<file path="config.mk">
export PLATFORM = sky130hd
export DESIGN_NAME = tor_top
export DESIGN_NICKNAME = d
export VERILOG_FILES = /design/src/common/tor_pkg.sv /design/src/common/tor_div_if.sv /design/src/rtl/tor_divider.sv /design/src/rtl/tor_top.sv
export VERILOG_INCLUDE_DIRS = /design/src /design/src/common
export SDC_FILE = /design/constraint.sdc
export NUM_CORES = 2
export LEC_CHECK = 0
export ABC_AREA = 0
export ABC_CLOCK_PERIOD_IN_PS = 27200
export BUFFER_PORTS_ARGS = -buffer_cell sky130_fd_sc_hd__buf_2
export CORE_UTILIZATION = 61
export CTS_CLUSTER_SIZE = 10
export DETAILED_ROUTE_END_ITERATION = 7
export HOLD_SLACK_MARGIN = 0.03
export PLACE_DENSITY = 0.78
export SYNTH_ARGS = -nofsm -noshare
export SYNTH_HDL_FRONTEND = slang
export SYNTH_SLANG_ARGS = --single-unit
</file>
<file path="constraint.sdc">
create_clock -name aclk -period 27.2 [get_ports aclk]
set_clock_uncertainty 0.1 [all_clocks]
set_input_delay 4.08 -clock aclk [delete_from_list [all_inputs] [get_ports aclk]]
set_output_delay 4.08 -clock aclk [all_outputs]
set_load 0.05 [all_outputs]
</file>
<file path="src/common/tor_defines.svh">
`ifndef TOR_DEFINES_SVH
`define TOR_DEFINES_SVH

// ------------------------------
// register byte offsets
// ------------------------------
`define TOR_OFF_CTRL    8'h00
`define TOR_OFF_THR     8'h04
`define TOR_OFF_OBJ     8'h08
`define TOR_OFF_LOAD    8'h0c
`define TOR_OFF_STATUS  8'h10
`define TOR_OFF_TEMP    8'h14
`define TOR_OFF_LEVEL   8'h18
`define TOR_OFF_CURRENT 8'h1c

// ------------------------------
// field positions and writable masks
// ------------------------------
`define TOR_CTRL_MASK   32'h0000_0003
`define TOR_THR_MASK    32'h00ff_ffff
`define TOR_OBJ_MASK    32'hffff_ffff
`define TOR_LOAD_MASK   32'h03ff_00ff
`define TOR_THR_ALARM   0
`define TOR_THR_TRIP    8
`define TOR_THR_UNLOCK  16
`define TOR_OBJ_RATED   0
`define TOR_OBJ_BASE    8
`define TOR_OBJ_AMBIENT 16
`define TOR_OBJ_STARTUP 24
`define TOR_LOAD_RATED  0
`define TOR_LOAD_TC     16

// ------------------------------
// reset values: pulsed mode, 80/100/60 deg, rated 100 deg, base 40 deg,
// ambient 25 deg, startup 0 %, rated load 100 %, time constant 10 min
// ------------------------------
`define TOR_CTRL_RST    32'h0000_0001
`define TOR_THR_RST     32'h003c_6450
`define TOR_OBJ_RST     32'h0019_2864
`define TOR_LOAD_RST    32'h000a_0064

// ------------------------------
// arithmetic and timing constants
// ------------------------------
`define TOR_STEP_US       20000
`define TOR_STEPS_PER_MIN (60000000 / `TOR_STEP_US)
`define TOR_CUR_PER_PCT   100
`define TOR_PCT_Q32       48'h0000_028f_5c29
`define TOR_TARGET_MAX    48'h0100_0000_0000
`define TOR_RESP_OKAY     2'b00
`define TOR_RESP_SLVERR   2'b10

`endif

</file>
<file path="src/common/tor_pkg.sv">
package tor_pkg;
    // operating mode, value 2'b11 behaves as off
    typedef enum logic [1:0] {
        TOR_MODE_OFF = 2'b00,
        TOR_MODE_PULSED = 2'b01,
        TOR_MODE_LOCKED = 2'b10
    } tor_mode_t;

    // replica update sequencer
    typedef enum logic [2:0] {
        TOR_ST_INIT = 3'b000,
        TOR_ST_IDLE = 3'b001,
        TOR_ST_TGT = 3'b010,
        TOR_ST_STEP = 3'b011,
        TOR_ST_EVAL = 3'b100
    } tor_state_t;
endpackage

</file>
<file path="src/common/tor_div_if.sv">
`timescale 1ns/1ps
`default_nettype none
// request and answer of the shared sequential divider
interface tor_div_if;
    logic start;
    logic [63:0] dividend;
    logic [31:0] divisor;
    logic done;
    logic [63:0] quotient;
    modport client (output start, output dividend, output divisor, input done, input quotient);
    modport server (input start, input dividend, input divisor, output done, output quotient);
endinterface
`default_nettype wire

</file>
<file path="src/rtl/tor_divider.sv">
`timescale 1ns/1ps
`default_nettype none
// restoring divider, one quotient bit per clock; a zero divisor gives all ones
module tor_divider (
    input wire logic aclk,
    input wire logic aresetn,
    tor_div_if.server div
);
    logic [32:0] rem_ff, nxt_rem;
    logic [63:0] quo_ff, nxt_quo;
    logic [31:0] dsr_ff, nxt_dsr;
    logic [6:0] cnt_ff, nxt_cnt;
    logic busy_ff, nxt_busy;
    logic done_ff, nxt_done;
    logic [32:0] rem_sh;

    // ------------------------------
    // shift and subtract
    // ------------------------------
    always_comb begin
        nxt_rem = rem_ff;
        nxt_quo = quo_ff;
        nxt_dsr = dsr_ff;
        nxt_cnt = cnt_ff;
        nxt_busy = busy_ff;
        nxt_done = 1'b0;
        rem_sh = {rem_ff[31:0], quo_ff[63]};
        if (div.start && !busy_ff) begin
            nxt_rem = 33'h0;
            nxt_quo = div.dividend;
            nxt_dsr = div.divisor;
            nxt_cnt = 7'h0;
            nxt_busy = 1'b1;
        end else if (busy_ff) begin
            if (rem_sh >= {1'b0, dsr_ff}) begin
                nxt_rem = rem_sh - {1'b0, dsr_ff};
                nxt_quo = {quo_ff[62:0], 1'b1};
            end else begin
                nxt_rem = rem_sh;
                nxt_quo = {quo_ff[62:0], 1'b0};
            end
            nxt_cnt = cnt_ff + 7'h1;
            if (cnt_ff == 7'h3f) begin
                nxt_busy = 1'b0;
                nxt_done = 1'b1;
            end
        end
    end

    always_ff @(posedge aclk) begin
        if (!aresetn) begin
            rem_ff <= 33'h0;
            quo_ff <= 64'h0;
            dsr_ff <= 32'h0;
            cnt_ff <= 7'h0;
            busy_ff <= 1'b0;
            done_ff <= 1'b0;
        end else begin
            rem_ff <= nxt_rem;
            quo_ff <= nxt_quo;
            dsr_ff <= nxt_dsr;
            cnt_ff <= nxt_cnt;
            busy_ff <= nxt_busy;
            done_ff <= nxt_done;
        end
    end

    assign div.done = done_ff;
    assign div.quotient = quo_ff;
endmodule
`default_nettype wire

</file>
<file path="src/rtl/tor_top.sv">
// Contract
// - form true-RMS of each phase current including harmonics up to the tenth
// - feed only the largest of the three phase values into the replica
// - temperature compared with limits is replica rise plus ambient
// - ambient temperature comes from a setting, default 25 degrees
// - thermal level approaches squared current ratio exponentially from its starting level
// - heating time constant set in whole minutes, default ten minutes
// - alarm whenever temperature exceeds alarm limit, default 80 degrees; the code raises no alarm in mode off
// - trip when temperature exceeds trip limit, default 100 degrees
// - mode selects off, pulsed or locked; pulsed gives a trip pulse
// - locked trip holds until temperature falls below unlock limit, default 60
// - after restart the replica starts at the startup level, default 0 %
// - reference current is rated load setting in percent, default 100 %
// - base temperature setting, default 40 degrees, defines allowed rise
// - three outputs: alarm, trip pulse, trip with restart inhibit
//
// Decided for this implementation: the register addresses and the AXI4-Lite interface to the registers.
`include "tor_defines.svh"
`timescale 1ns/1ps
`default_nettype none
module tor_top #(
    parameter int WIN_LOG2 = 5
) (
    input wire logic aclk,
    input wire logic aresetn,
    input wire logic sample_valid,
    input wire logic signed [15:0] sample_l1,
    input wire logic signed [15:0] sample_l2,
    input wire logic signed [15:0] sample_l3,
    input wire logic [7:0] s_axi_awaddr,
    input wire logic s_axi_awvalid,
    output logic s_axi_awready,
    input wire logic [31:0] s_axi_wdata,
    input wire logic [3:0] s_axi_wstrb,
    input wire logic s_axi_wvalid,
    output logic s_axi_wready,
    output logic [1:0] s_axi_bresp,
    output logic s_axi_bvalid,
    input wire logic s_axi_bready,
    input wire logic [7:0] s_axi_araddr,
    input wire logic s_axi_arvalid,
    output logic s_axi_arready,
    output logic [31:0] s_axi_rdata,
    output logic [1:0] s_axi_rresp,
    output logic s_axi_rvalid,
    input wire logic s_axi_rready,
    output logic alarm,
    output logic trip_pulse,
    output logic trip_lock
);
    // ------------------------------
    // helpers
    // ------------------------------
    function automatic logic [31:0] square(input logic signed [15:0] s);
        logic signed [31:0] p;
        p = s * s;
        return p;
    endfunction

    function automatic logic [31:0] merge(input logic [31:0] old, input logic [31:0] val, input logic [3:0] strb);
        logic [31:0] r;
        r = old;
        for (int b = 0; b < 4; b++) begin
            if (strb[b]) begin
                r[b*8 +: 8] = val[b*8 +: 8];
            end
        end
        return r;
    endfunction

    function automatic logic [31:0] deg_q16(input logic [7:0] d);
        return {8'h0, d, 16'h0};
    endfunction

    // ------------------------------
    // register bus and settings
    // ------------------------------
    logic aw_full_ff, nxt_aw_full, w_full_ff, nxt_w_full;
    logic [7:0] awaddr_ff, nxt_awaddr;
    logic [31:0] wdata_ff, nxt_wdata;
    logic [3:0] wstrb_ff, nxt_wstrb;
    logic awready_ff, wready_ff, arready_ff;
    logic bvalid_ff, nxt_bvalid, rvalid_ff, nxt_rvalid;
    logic [1:0] bresp_ff, nxt_bresp, rresp_ff, nxt_rresp;
    logic [31:0] rdata_ff, nxt_rdata;
    logic [31:0] ctrl_ff, nxt_ctrl, thr_ff, nxt_thr, obj_ff, nxt_obj, load_ff, nxt_load;
    logic [47:0] level_ff;
    logic [31:0] temp_ff, ms_max_ff;
    logic alarm_ff, pulse_ff, lock_ff;

    // one write and one read may be in flight; address and data taken in either order
    always_comb begin
        nxt_aw_full = aw_full_ff;
        nxt_awaddr = awaddr_ff;
        nxt_w_full = w_full_ff;
        nxt_wdata = wdata_ff;
        nxt_wstrb = wstrb_ff;
        nxt_bvalid = bvalid_ff;
        nxt_bresp = bresp_ff;
        nxt_rvalid = rvalid_ff;
        nxt_rdata = rdata_ff;
        nxt_rresp = rresp_ff;
        nxt_ctrl = ctrl_ff;
        nxt_thr = thr_ff;
        nxt_obj = obj_ff;
        nxt_load = load_ff;
        if (s_axi_awvalid && awready_ff) begin
            nxt_aw_full = 1'b1;
            nxt_awaddr = s_axi_awaddr;
        end
        if (s_axi_wvalid && wready_ff) begin
            nxt_w_full = 1'b1;
            nxt_wdata = s_axi_wdata;
            nxt_wstrb = s_axi_wstrb;
        end
        if (bvalid_ff && s_axi_bready) begin
            nxt_bvalid = 1'b0;
        end
        if (aw_full_ff && w_full_ff && !bvalid_ff) begin
            nxt_aw_full = 1'b0;
            nxt_w_full = 1'b0;
            nxt_bvalid = 1'b1;
            nxt_bresp = `TOR_RESP_OKAY;
            case (awaddr_ff)
                `TOR_OFF_CTRL: nxt_ctrl = merge(ctrl_ff, wdata_ff, wstrb_ff) & `TOR_CTRL_MASK;
                `TOR_OFF_THR: nxt_thr = merge(thr_ff, wdata_ff, wstrb_ff) & `TOR_THR_MASK;
                `TOR_OFF_OBJ: nxt_obj = merge(obj_ff, wdata_ff, wstrb_ff) & `TOR_OBJ_MASK;
                `TOR_OFF_LOAD: nxt_load = merge(load_ff, wdata_ff, wstrb_ff) & `TOR_LOAD_MASK;
                default: nxt_bresp = `TOR_RESP_SLVERR;
            endcase
        end
        if (rvalid_ff && s_axi_rready) begin
            nxt_rvalid = 1'b0;
        end
        if (s_axi_arvalid && arready_ff) begin
            nxt_rvalid = 1'b1;
            nxt_rresp = `TOR_RESP_OKAY;
            case (s_axi_araddr)
                `TOR_OFF_CTRL: nxt_rdata = ctrl_ff;
                `TOR_OFF_THR: nxt_rdata = thr_ff;
                `TOR_OFF_OBJ: nxt_rdata = obj_ff;
                `TOR_OFF_LOAD: nxt_rdata = load_ff;
                `TOR_OFF_STATUS: nxt_rdata = {29'h0, lock_ff, pulse_ff, alarm_ff};
                `TOR_OFF_TEMP: nxt_rdata = temp_ff;
                `TOR_OFF_LEVEL: nxt_rdata = level_ff[47:16];
                `TOR_OFF_CURRENT: nxt_rdata = ms_max_ff;
                default: begin
                    nxt_rdata = 32'h0;
                    nxt_rresp = `TOR_RESP_SLVERR;
                end
            endcase
        end
    end

    always_ff @(posedge aclk) begin
        if (!aresetn) begin
            aw_full_ff <= 1'b0;
            awaddr_ff <= 8'h0;
            w_full_ff <= 1'b0;
            wdata_ff <= 32'h0;
            wstrb_ff <= 4'h0;
            awready_ff <= 1'b0;
            wready_ff <= 1'b0;
            arready_ff <= 1'b0;
            bvalid_ff <= 1'b0;
            bresp_ff <= 2'b00;
            rvalid_ff <= 1'b0;
            rresp_ff <= 2'b00;
            rdata_ff <= 32'h0;
            ctrl_ff <= `TOR_CTRL_RST;
            thr_ff <= `TOR_THR_RST;
            obj_ff <= `TOR_OBJ_RST;
            load_ff <= `TOR_LOAD_RST;
        end else begin
            aw_full_ff <= nxt_aw_full;
            awaddr_ff <= nxt_awaddr;
            w_full_ff <= nxt_w_full;
            wdata_ff <= nxt_wdata;
            wstrb_ff <= nxt_wstrb;
            awready_ff <= !nxt_aw_full;
            wready_ff <= !nxt_w_full;
            arready_ff <= !nxt_rvalid;
            bvalid_ff <= nxt_bvalid;
            bresp_ff <= nxt_bresp;
            rvalid_ff <= nxt_rvalid;
            rresp_ff <= nxt_rresp;
            rdata_ff <= nxt_rdata;
            ctrl_ff <= nxt_ctrl;
            thr_ff <= nxt_thr;
            obj_ff <= nxt_obj;
            load_ff <= nxt_load;
        end
    end

    // ------------------------------
    // true-rms windows: mean square per phase, largest kept
    // ------------------------------
    logic [47:0] sum_ff [3], nxt_sum [3];
    logic [WIN_LOG2-1:0] cnt_ff, nxt_cnt;
    logic [31:0] nxt_ms_max;
    logic step_req_ff, nxt_step_req, step_take;
    logic [47:0] acc;
    logic [31:0] ms;

    // a window of 2**WIN_LOG2 samples per fundamental period resolves the 10th harmonic;
    // no square root is taken because the replica needs the squared current anyway
    always_comb begin
        nxt_cnt = cnt_ff;
        nxt_ms_max = ms_max_ff;
        nxt_step_req = step_req_ff;
        acc = 48'h0;
        ms = 32'h0;
        for (int p = 0; p < 3; p++) begin
            nxt_sum[p] = sum_ff[p];
        end
        if (step_take) begin
            nxt_step_req = 1'b0;
        end
        if (sample_valid) begin
            nxt_sum[0] = sum_ff[0] + {16'h0, square(sample_l1)};
            nxt_sum[1] = sum_ff[1] + {16'h0, square(sample_l2)};
            nxt_sum[2] = sum_ff[2] + {16'h0, square(sample_l3)};
            nxt_cnt = cnt_ff + 1'b1;
            if (&cnt_ff) begin
                nxt_ms_max = 32'h0;
                for (int p = 0; p < 3; p++) begin
                    acc = nxt_sum[p] >> WIN_LOG2;
                    ms = acc[31:0];
                    if (ms > nxt_ms_max) begin
                        nxt_ms_max = ms;
                    end
                    nxt_sum[p] = 48'h0;
                end
                nxt_step_req = 1'b1; // window end wins over a same-cycle take
            end
        end
    end

    always_ff @(posedge aclk) begin
        if (!aresetn) begin
            for (int p = 0; p < 3; p++) begin
                sum_ff[p] <= 48'h0;
            end
            cnt_ff <= '0;
            ms_max_ff <= 32'h0;
            step_req_ff <= 1'b0;
        end else begin
            for (int p = 0; p < 3; p++) begin
                sum_ff[p] <= nxt_sum[p];
            end
            cnt_ff <= nxt_cnt;
            ms_max_ff <= nxt_ms_max;
            step_req_ff <= nxt_step_req;
        end
    end

    // ------------------------------
    // thermal replica sequencer
    // ------------------------------
    tor_div_if div ();
    tor_divider u_div (
        .aclk(aclk),
        .aresetn(aresetn),
        .div(div)
    );

    tor_pkg::tor_state_t st_ff, nxt_st;
    tor_pkg::tor_mode_t mode;
    logic [47:0] nxt_level, target;
    logic [48:0] diff_ff, nxt_diff;
    logic [31:0] nxt_temp, in_ref, steps;
    logic [9:0] tc_min;
    logic [7:0] theta_n;
    logic [39:0] rise, temp_sum;
    logic over_prev_ff, nxt_over_prev, over_trip, nxt_alarm, nxt_pulse, nxt_lock;

    assign step_take = (st_ff == tor_pkg::TOR_ST_IDLE) && step_req_ff;

    // replica state plus trip logic; the divider is shared by the target and step divisions
    always_comb begin
        nxt_st = st_ff;
        nxt_level = level_ff;
        nxt_diff = diff_ff;
        nxt_temp = temp_ff;
        nxt_over_prev = over_prev_ff;
        nxt_alarm = alarm_ff;
        nxt_pulse = pulse_ff;
        nxt_lock = lock_ff;
        div.start = 1'b0;
        div.dividend = 64'h0;
        div.divisor = 32'h0;
        mode = tor_tor_mode(ctrl_ff[1:0]);
        in_ref = {16'h0, load_ff[`TOR_LOAD_RATED +: 8] * 16'(`TOR_CUR_PER_PCT)};
        tc_min = (load_ff[`TOR_LOAD_TC +: 10] == 10'h0) ? 10'h1 : load_ff[`TOR_LOAD_TC +: 10];
        steps = 32'(tc_min * 22'(`TOR_STEPS_PER_MIN));
        theta_n = (obj_ff[`TOR_OBJ_RATED +: 8] > obj_ff[`TOR_OBJ_BASE +: 8]) ?
            (obj_ff[`TOR_OBJ_RATED +: 8] - obj_ff[`TOR_OBJ_BASE +: 8]) : 8'h0;
        rise = level_ff[47:16] * theta_n;
        temp_sum = rise + {16'h0, obj_ff[`TOR_OBJ_AMBIENT +: 8], 16'h0};
        target = 48'h0;
        over_trip = 1'b0;
        case (st_ff)
            tor_pkg::TOR_ST_INIT: begin
                nxt_level = 48'(obj_ff[`TOR_OBJ_STARTUP +: 8] * `TOR_PCT_Q32);
                nxt_st = tor_pkg::TOR_ST_EVAL;
            end
            tor_pkg::TOR_ST_IDLE: begin
                if (step_req_ff) begin
                    div.start = 1'b1;
                    div.dividend = {ms_max_ff, 32'h0};
                    div.divisor = 32'(in_ref * in_ref); // squared reference current; the quotient is the squared current ratio
                    nxt_st = tor_pkg::TOR_ST_TGT;
                end
            end
            tor_pkg::TOR_ST_TGT: begin
                if (div.done) begin
                    target = (div.quotient > {16'h0, `TOR_TARGET_MAX}) ? `TOR_TARGET_MAX : div.quotient[47:0];
                    nxt_diff = {1'b0, target} - {1'b0, level_ff};
                    div.start = 1'b1;
                    div.dividend = {16'h0, nxt_diff[48] ? (48'h0 - nxt_diff[47:0]) : nxt_diff[47:0]};
                    div.divisor = steps;
                    nxt_st = tor_pkg::TOR_ST_STEP;
                end
            end
            tor_pkg::TOR_ST_STEP: begin
                if (div.done) begin
                    // first-order step: H += (target - H) * dt / T, rounding toward H
                    if (diff_ff[48]) begin
                        nxt_level = level_ff - div.quotient[47:0];
                    end else begin
                        nxt_level = level_ff + div.quotient[47:0];
                    end
                    nxt_st = tor_pkg::TOR_ST_EVAL;
                end
            end
            tor_pkg::TOR_ST_EVAL: begin
                nxt_temp = (|temp_sum[39:32]) ? 32'hffff_ffff : temp_sum[31:0];
                over_trip = nxt_temp > deg_q16(thr_ff[`TOR_THR_TRIP +: 8]);
                nxt_alarm = (mode != tor_pkg::TOR_MODE_OFF) &&
                    (nxt_temp > deg_q16(thr_ff[`TOR_THR_ALARM +: 8]));
                nxt_pulse = (mode == tor_pkg::TOR_MODE_PULSED) && over_trip && !over_prev_ff;
                if (mode != tor_pkg::TOR_MODE_LOCKED) begin
                    nxt_lock = 1'b0;
                end else if (over_trip) begin
                    nxt_lock = 1'b1;
                end else if (nxt_temp < deg_q16(thr_ff[`TOR_THR_UNLOCK +: 8])) begin
                    nxt_lock = 1'b0;
                end
                nxt_over_prev = over_trip;
                nxt_st = tor_pkg::TOR_ST_IDLE;
            end
            default: begin
                nxt_st = tor_pkg::TOR_ST_IDLE;
            end
        endcase
    end

    function automatic tor_pkg::tor_mode_t tor_tor_mode(input logic [1:0] m);
        case (m)
            2'b01: return tor_pkg::TOR_MODE_PULSED;
            2'b10: return tor_pkg::TOR_MODE_LOCKED;
            default: return tor_pkg::TOR_MODE_OFF;
        endcase
    endfunction

    always_ff @(posedge aclk) begin
        if (!aresetn) begin
            st_ff <= tor_pkg::TOR_ST_INIT;
            level_ff <= 48'h0;
            diff_ff <= 49'h0;
            temp_ff <= 32'h0;
            over_prev_ff <= 1'b0;
            alarm_ff <= 1'b0;
            pulse_ff <= 1'b0;
            lock_ff <= 1'b0;
        end else begin
            st_ff <= nxt_st;
            level_ff <= nxt_level;
            diff_ff <= nxt_diff;
            temp_ff <= nxt_temp;
            over_prev_ff <= nxt_over_prev;
            alarm_ff <= nxt_alarm;
            pulse_ff <= nxt_pulse;
            lock_ff <= nxt_lock;
        end
    end

    // every output straight from a flip-flop
    assign s_axi_awready = awready_ff;
    assign s_axi_wready = wready_ff;
    assign s_axi_bvalid = bvalid_ff;
    assign s_axi_bresp = bresp_ff;
    assign s_axi_arready = arready_ff;
    assign s_axi_rvalid = rvalid_ff;
    assign s_axi_rresp = rresp_ff;
    assign s_axi_rdata = rdata_ff;
    assign alarm = alarm_ff;
    assign trip_pulse = pulse_ff;
    assign trip_lock = lock_ff;
endmodule
`default_nettype wire

</file>
* After elaboration in Yosys (flattened, before gate mapping)
Memories as Yosys holds them, arrays and structs flattened.
Index checks and enable logic that the tools add are counted.
** Storage, ports and cells
- Memories kept :: 1
- Output and inout bits :: 44
- Bits of input ports :: 108
- RAM bits :: 144
- Register bits after elaboration :: 474
- Word-level logic and storage cells :: 208
** Operators by class
- $lt $le $gt $ge :: 9
- Reduce and logical (&&, ||, !) cells :: 49
- Multiplexer cells :: 61
- Multipliers :: 8
- Equal/unequal tests :: 22
- $add $sub $neg :: 12
- Bitwise operators :: 5
** Memories
- sum_ff :: depth 3, width 48, read ports 3, clocked after memory_dff 0, write ports 3, line tor_top.sv:198 : logic [47:0] sum_ff [3], nxt_sum [3];
** Operators by type and width (count)
- $mux W48 :: 8
- $mux W144 :: 2
- $mux W32 :: 9
- $pmux W32 S8 :: 1
- $mux W64 :: 3
- $add A48 B32 Y48 :: 3
- $pmux W64 S2 :: 1
- $mul A16 B16 Y32 :: 3
- $pmux W48 S2 :: 1
- $gt A32 B24 Y1 :: 2
- $gt A32 B32 Y1 :: 2
- $gt A64 B41 Y1 const B :: 1
- $pmux W30 S2 :: 1
- $sub A48 B48 Y49 :: 1
- $add A48 B48 Y48 :: 1
- $sub A1 B48 Y48 const A :: 1
- $sub A48 B48 Y48 :: 1
- $add A40 B24 Y40 :: 1
- $mul A32 B8 Y40 :: 1
- $reduce_and A3 Y1 :: 12
- $mul A8 B26 Y34 const B :: 1
- $ge A33 B32 Y1 :: 1
- $eq A8 B4 Y1 const B :: 4
- $eq A8 B5 Y1 const B :: 4
- other kinds (45) :: 101

* Depth between registers and ports, before layout
- Word-level depth :: 12
- Depth in mapped cells :: 65
- Depth with buffers taken out :: 61

* Cells and area by module
From an unflattened synthesis, not the netlist that was laid out.
** Second synthesis, totals
- Cells, all modules :: 10085
- Area total of the unflattened synthesis :: 84912.7 µm²
** By module, submodules not included
- tor_top :: area an instance 77002.6 µm², instances 1, seq. area each 7967.6 µm², cells an instance 9169
- tor_divider :: area an instance 7910.1 µm², instances 1, seq. area each 2742.6 µm², cells an instance 916

* Least setup slack after synthesis
Ideal clock, no wire load.
- Path kind :: input to register
- Start point :: in sample_l1[1]
- End point :: reg ms_max_ff[20]
- Stages :: 58
- Setup slack :: 10337 ps
- Buffers on the path :: 5
- Setup time :: 125 ps
- Required time :: 26975 ps
- Data arrival time :: 16638 ps
- Cells stage by stage :: clkbuf_1 > clkbuf_1 > and2_1 > fa_1 > inv_1 > fa_1 > fa_1 > inv_1 > fa_1 > fa_1 > inv_1 > fa_1 > inv_1 > ha_1 > o21a_1 > nor2_1 > nor3_1 > a21oi_1 > (+22 left out) > a21boi_0 > a31oi_1 > o21ai_1 > clkbuf_1 > clkbuf_1 > a21o_1 > ha_1 > nand4_1 > nor4_1 > nand3_1 > nor3b_1 > a22oi_1 > o21ai_1 > inv_2 > clkbuf_1 > nor2_1 > a32oi_1 > o21ai_0
** On the way
- Word-level cells in the longest chain between the ends :: 12
** RTL lines
- from (decl) :: line tor_top.sv:27 : input wire logic signed [15:0] sample_l1,
- $mul A16 B16 Y32 * :: line tor_top.sv:56 : p = s * s;
- $add A48 B32 Y48 * :: line tor_top.sv:220 : nxt_sum[0] = sum_ff[0] + {16'h0, square(sample_l1)};
- $gt A32 B1 Y1 :: line tor_top.sv:229 : if (ms > nxt_ms_max) begin
- $mux W32 * :: line tor_top.sv:229
- $mux W32 * :: line tor_top.sv:224 : if (&cnt_ff) begin
- $mux W32 * :: line tor_top.sv:219 : if (sample_valid) begin
- $gt A32 B32 Y1 :: line tor_top.sv:229
- $mux W32 * :: line tor_top.sv:229
- $mux W32 * :: line tor_top.sv:224
- $mux W32 * :: line tor_top.sv:219
- $gt A32 B32 Y1 :: line tor_top.sv:229
- $mux W32 * :: line tor_top.sv:229
- to (signal assigned) :: line tor_top.sv:252 : ms_max_ff <= nxt_ms_max;
- to (decl) :: line tor_top.sv:88 : logic [31:0] temp_ff, ms_max_ff;
Every way passes the cells marked *; elsewhere a longest branch is shown, timed or not. The select of a mux whose other input is x is not followed.
A chain may end at the register's enable or synchronous reset.

* Final worst setup path
- Start point :: in sample_l1[2]
- End point :: reg ms_max_ff[25]
The elaborated chain is that of the path after synthesis.

==> parameters.txt <==
Parameter                              Value

Synthesis
  Simple-gate portion of the synthesized area ... 15.4%
  Synth Cell Area ... approximately 82000 um^2
  Asr flop ratio synth ... 0%
  Top_reg_cell synth ... dfxtp_1
  Count of flip-flops with a built-in enable after synthesis ... 0
  Share of synthesized area occupied by flip-flops and latches ... between 10% and 20%
  Register bit count reported by yosys ... 530
  Number of distinct library cells after synthesis ... roughly 100
  Post-Syn Instances ... 9870
  Syn Area/Cell ... about 8.3 um^2
  Share of the synthesized area in compound gates (AO/OA/AOI/OAI) ... ~16%
  Main combinational cell family by area after synthesis ... adder cells
  Yosys warnings ... 0
  Post-synthesis xor/xnor area fraction ... 5.21%
  Post-synthesis adder-cell area fraction ... about two fifths
  Portion of netlist area occupied by mux cells ... roughly 1.1%

Worst setup path
  CP dominant cell by count ... inv_1
  Flop2flop setup slack ... ~15 ns
  Arr. time, crit path ... roughly 18 ns
  Setup crit start kind ... input pin
  Worst-path maximum fanout ... 55
  Cell family with most CP delay ... adder cells
  RR Endpoint ... trip_pulse
  Delay of the slowest critical-path stage ... 0.75 ns
  Reg2Reg Launch Point ... obj_ff[0]
  Critical path data required time ... about 28 ns
  Classification of the worst setup path ... in2reg
  Worst Setup End Kind ... flip-flop
  Length in cells of the worst reg-to-reg path ... 43
  Slowest CP cell ... a2111oi_0
  Buffers & Inverters on Critical Path ... 10

Place
  Post-Place Cell Area ... about 85000 um^2
  Port buffer count ... roughly 150
  Final HPWL DP ... between 150 and 200 mm
  Gp weighted congestion ... ~1.0

Final layout
  Count of filler cells inserted in the layout ... 11223
  Post-route standard cell area excluding fillers ... approximately 87000 um^2
  Area Growth Syn to Fin ... 5.24%
  Fraction of layout cells with a size suffix above 1 ... roughly 4.3%
  Final-stage net count ... ~12000

STA
  Top achievable clock speed ... 56.8 MHz
  Smallest hold slack ... ~0.35 ns
  Slew at the pin closest to its max-slew limit ... about 1.2 ns
  Final Slew Violations ... 0
  RSZ-0062 raised after global routing ... no
  Worst relative slew slack ... a little under a fifth
  Time the final worst path needs with I/O delays and setup ... between 15 and 20 ns
  Final hold violation count ... 0
  Final Setup Violations ... 0
  Final cycle utilization of the critical path ... 64.7%
  Aggregate negative setup slack ... 0 ns

GRT
  Total congestion overflow after global routing ... 0
  GRT Resource Usage Total ... 35.6%
  Wire length of the first global-routing pass ... 385 mm
  Antenna violations before repair ... 16
  Number of global-route vias before repair ... 71030
  Maximum number of pins on one net before global-route repair ... slightly below 200

Routing
  Routed len/inst ... ~21 um
  1st-pass router iterations ... 8
  Post-detailed-route via-to-cell ratio ... ~6
  Total wirelength of the detailed-routed design ... 242 mm
  DRC marker count from the first detailed-route iteration ... a little over 6000
  Total vias in the final route ... around 71000
  DRC violation count after routing ... 58
  Final antenna-violating net count ... 0

Outcome
  Result of the run ... complete, but fails checks
  Violated checks ... design-rule violations

CTS
  Maximum clock insertion buffer count ... 3
  TritonCTS clock tree ... done
  Number of buffers created by CTS ... 67
  Level count of the clock H-tree ... 3
  Clock slew seen by the registers of the worst setup and hold paths ... 0.05 ns
  Clock sinks ... 530
  Clock latency on the worst-skew pair ... approximately 0.66 ns
  Root buffer cell ... clkbuf_16
  Cts repair resizes ... 0
  Number of hold-repair buffers added at the cts stage ... 0
  Post-CTS repair timing setup buffer count ... 0

Floorplanning
  Std-Cell Rows ... 134
  Std-Cell Core Area ... 134000 um^2
  Die X-Extent ... 369 um
  Die Y ... approximately 370 um
  Total Die Area ... about 140000 um^2
  Starting utilization of the core area ... 61.5%
  Number of I/O pins ... 152

Hold path
  Class of the tightest hold or removal check ... reg2reg
  Endpoint, Worst Hold ... thr_ff[17]
  Worst hold path depth ... 2
  Hold path startpoint ... thr_ff[17]

Flow run
  Number of violations of the max-capacitance limit ... 0
## layer usage
| layer | vias to the layer above | track usage, % | share of wire, % |
|---|---|---|---|
| met3 | 699 | 6.88 | 8.3 |
| met5 | - | 0 | 0.067 |
| met1 | 34565 | 45.1 | 40 |
| li1 | 32603 | - | - |
| met4 | 16 | 17.4 | 5.8 |
| met2 | 2824 | 58.1 | 46 |
## synth_stat cells (70+ instances only)
cell         n  area (um^2)
nor2_1     790         2970
dfxtp_1    530        10600
xnor2_1    344         3010
nor3_1     293         1470
clkbuf_1   347         1300
a22oi_1    135         1010
mux2i_1     83          831
o21ai_0    343         1720
nand2b_1    85          532
and2_1     236         1480
inv_1     1624         6100
ha_1       891        11100
xor2_1     143         1250
nand2_1    808         3030
a21oi_1    647         3240
a21o_1     215         1610
fa_1      1083        21700
a211oi_1    92          691
o21a_1      70          526
nand3_1    108          541
## placed cells by master, fill, tap and decap left out, types with 135 or more instances in the layout
master,synthesis,final
inv_1,1624,1623
fa_1,1083,1083
ha_1,891,891
nand2_1,808,808
nor2_1,790,782
a21oi_1,647,645
dfxtp_1,530,529
o21ai_0,343,341
xnor2_1,344,340
nor3_1,293,292
and2_1,236,236
a21o_1,215,215
buf_2,9,148
xor2_1,143,143
a22oi_1,135,135
## cell type report
type / instances / area, um^2 / area share, %
Inverter: 1637 / 6150 / 7.11
Clock inverter: 15 / 210 / 0.243
Antenna cell: 9 / 22.5 / 0.0260
Tap cell: 1768 / 2210 / 2.56
Sequential cell: 530 / 10600 / 12.3
Timing Repair Buffer: 226 / 1340 / 1.55
Clock buffer: 85 / 1790 / 2.07
Multi-Input combinational cell: 7331 / 64200 / 74.2
## flip-flops by register name, summed over array words and instances (netlist names), 27 cells and up
name	cells
u_div.dsr_ff	27
temp_ff	32
s_axi_rdata	32
sum_ff	111
u_div.rem_ff	32
wdata_ff	32
ms_max_ff	32
obj_ff	32
u_div.div.quotient	64
level_ff	48
## per-stage QoR
step,worst slack (ns),util [%],cells
detailed placement,9.21,63.2,11492
floorplan,10.34,-,9878
CTS,9.81,64.7,11592
global placement,9.46,63.2,11492
finish,9.60,64.8,11601
global route,8.74,64.8,11598
## worst max path at each step
stage	start	end	cells past startpoint
CTS	sample_l1[2]	ms_max_ff[25]	53
global route	sample_l1[2]	ms_max_ff[19]	55
global placement	sample_l1[2]	ms_max_ff[10]	56
detailed placement	sample_l1[2]	ms_max_ff[10]	53
finish	sample_l1[2]	ms_max_ff[25]	55
floorplan	sample_l1[1]	ms_max_ff[20]	58
## logic make-up (layout without fill, tap and decap cells)
group / count (synthesis) / in the layout
multiplexers: 90 / 90
buffers and inverters: 2017 / 1963
AND/OR/NAND/NOR: 2715 / 2715
adder cells (fa/ha/maj): 1974 / 1974
AO/OA/AOI/OAI: 2055 / 2055
other: 1 / 18
flip-flops: 530 / 530
XOR/XNOR: 488 / 488
## worst reg2reg max path, delay by kind of cell (launching register included)
family	cells	cell delay, ns
AO/OA/AOI/OAI	20	4.07
AND/OR/NAND/NOR	9	2.36
buffers and inverters	6	1.42
adder cells (fa/ha/maj)	8	3.33
flip-flops	1	0.39
Power is not shown: default switching activity piles up to over one toggle a cycle in this logic, so the estimate is an artifact.
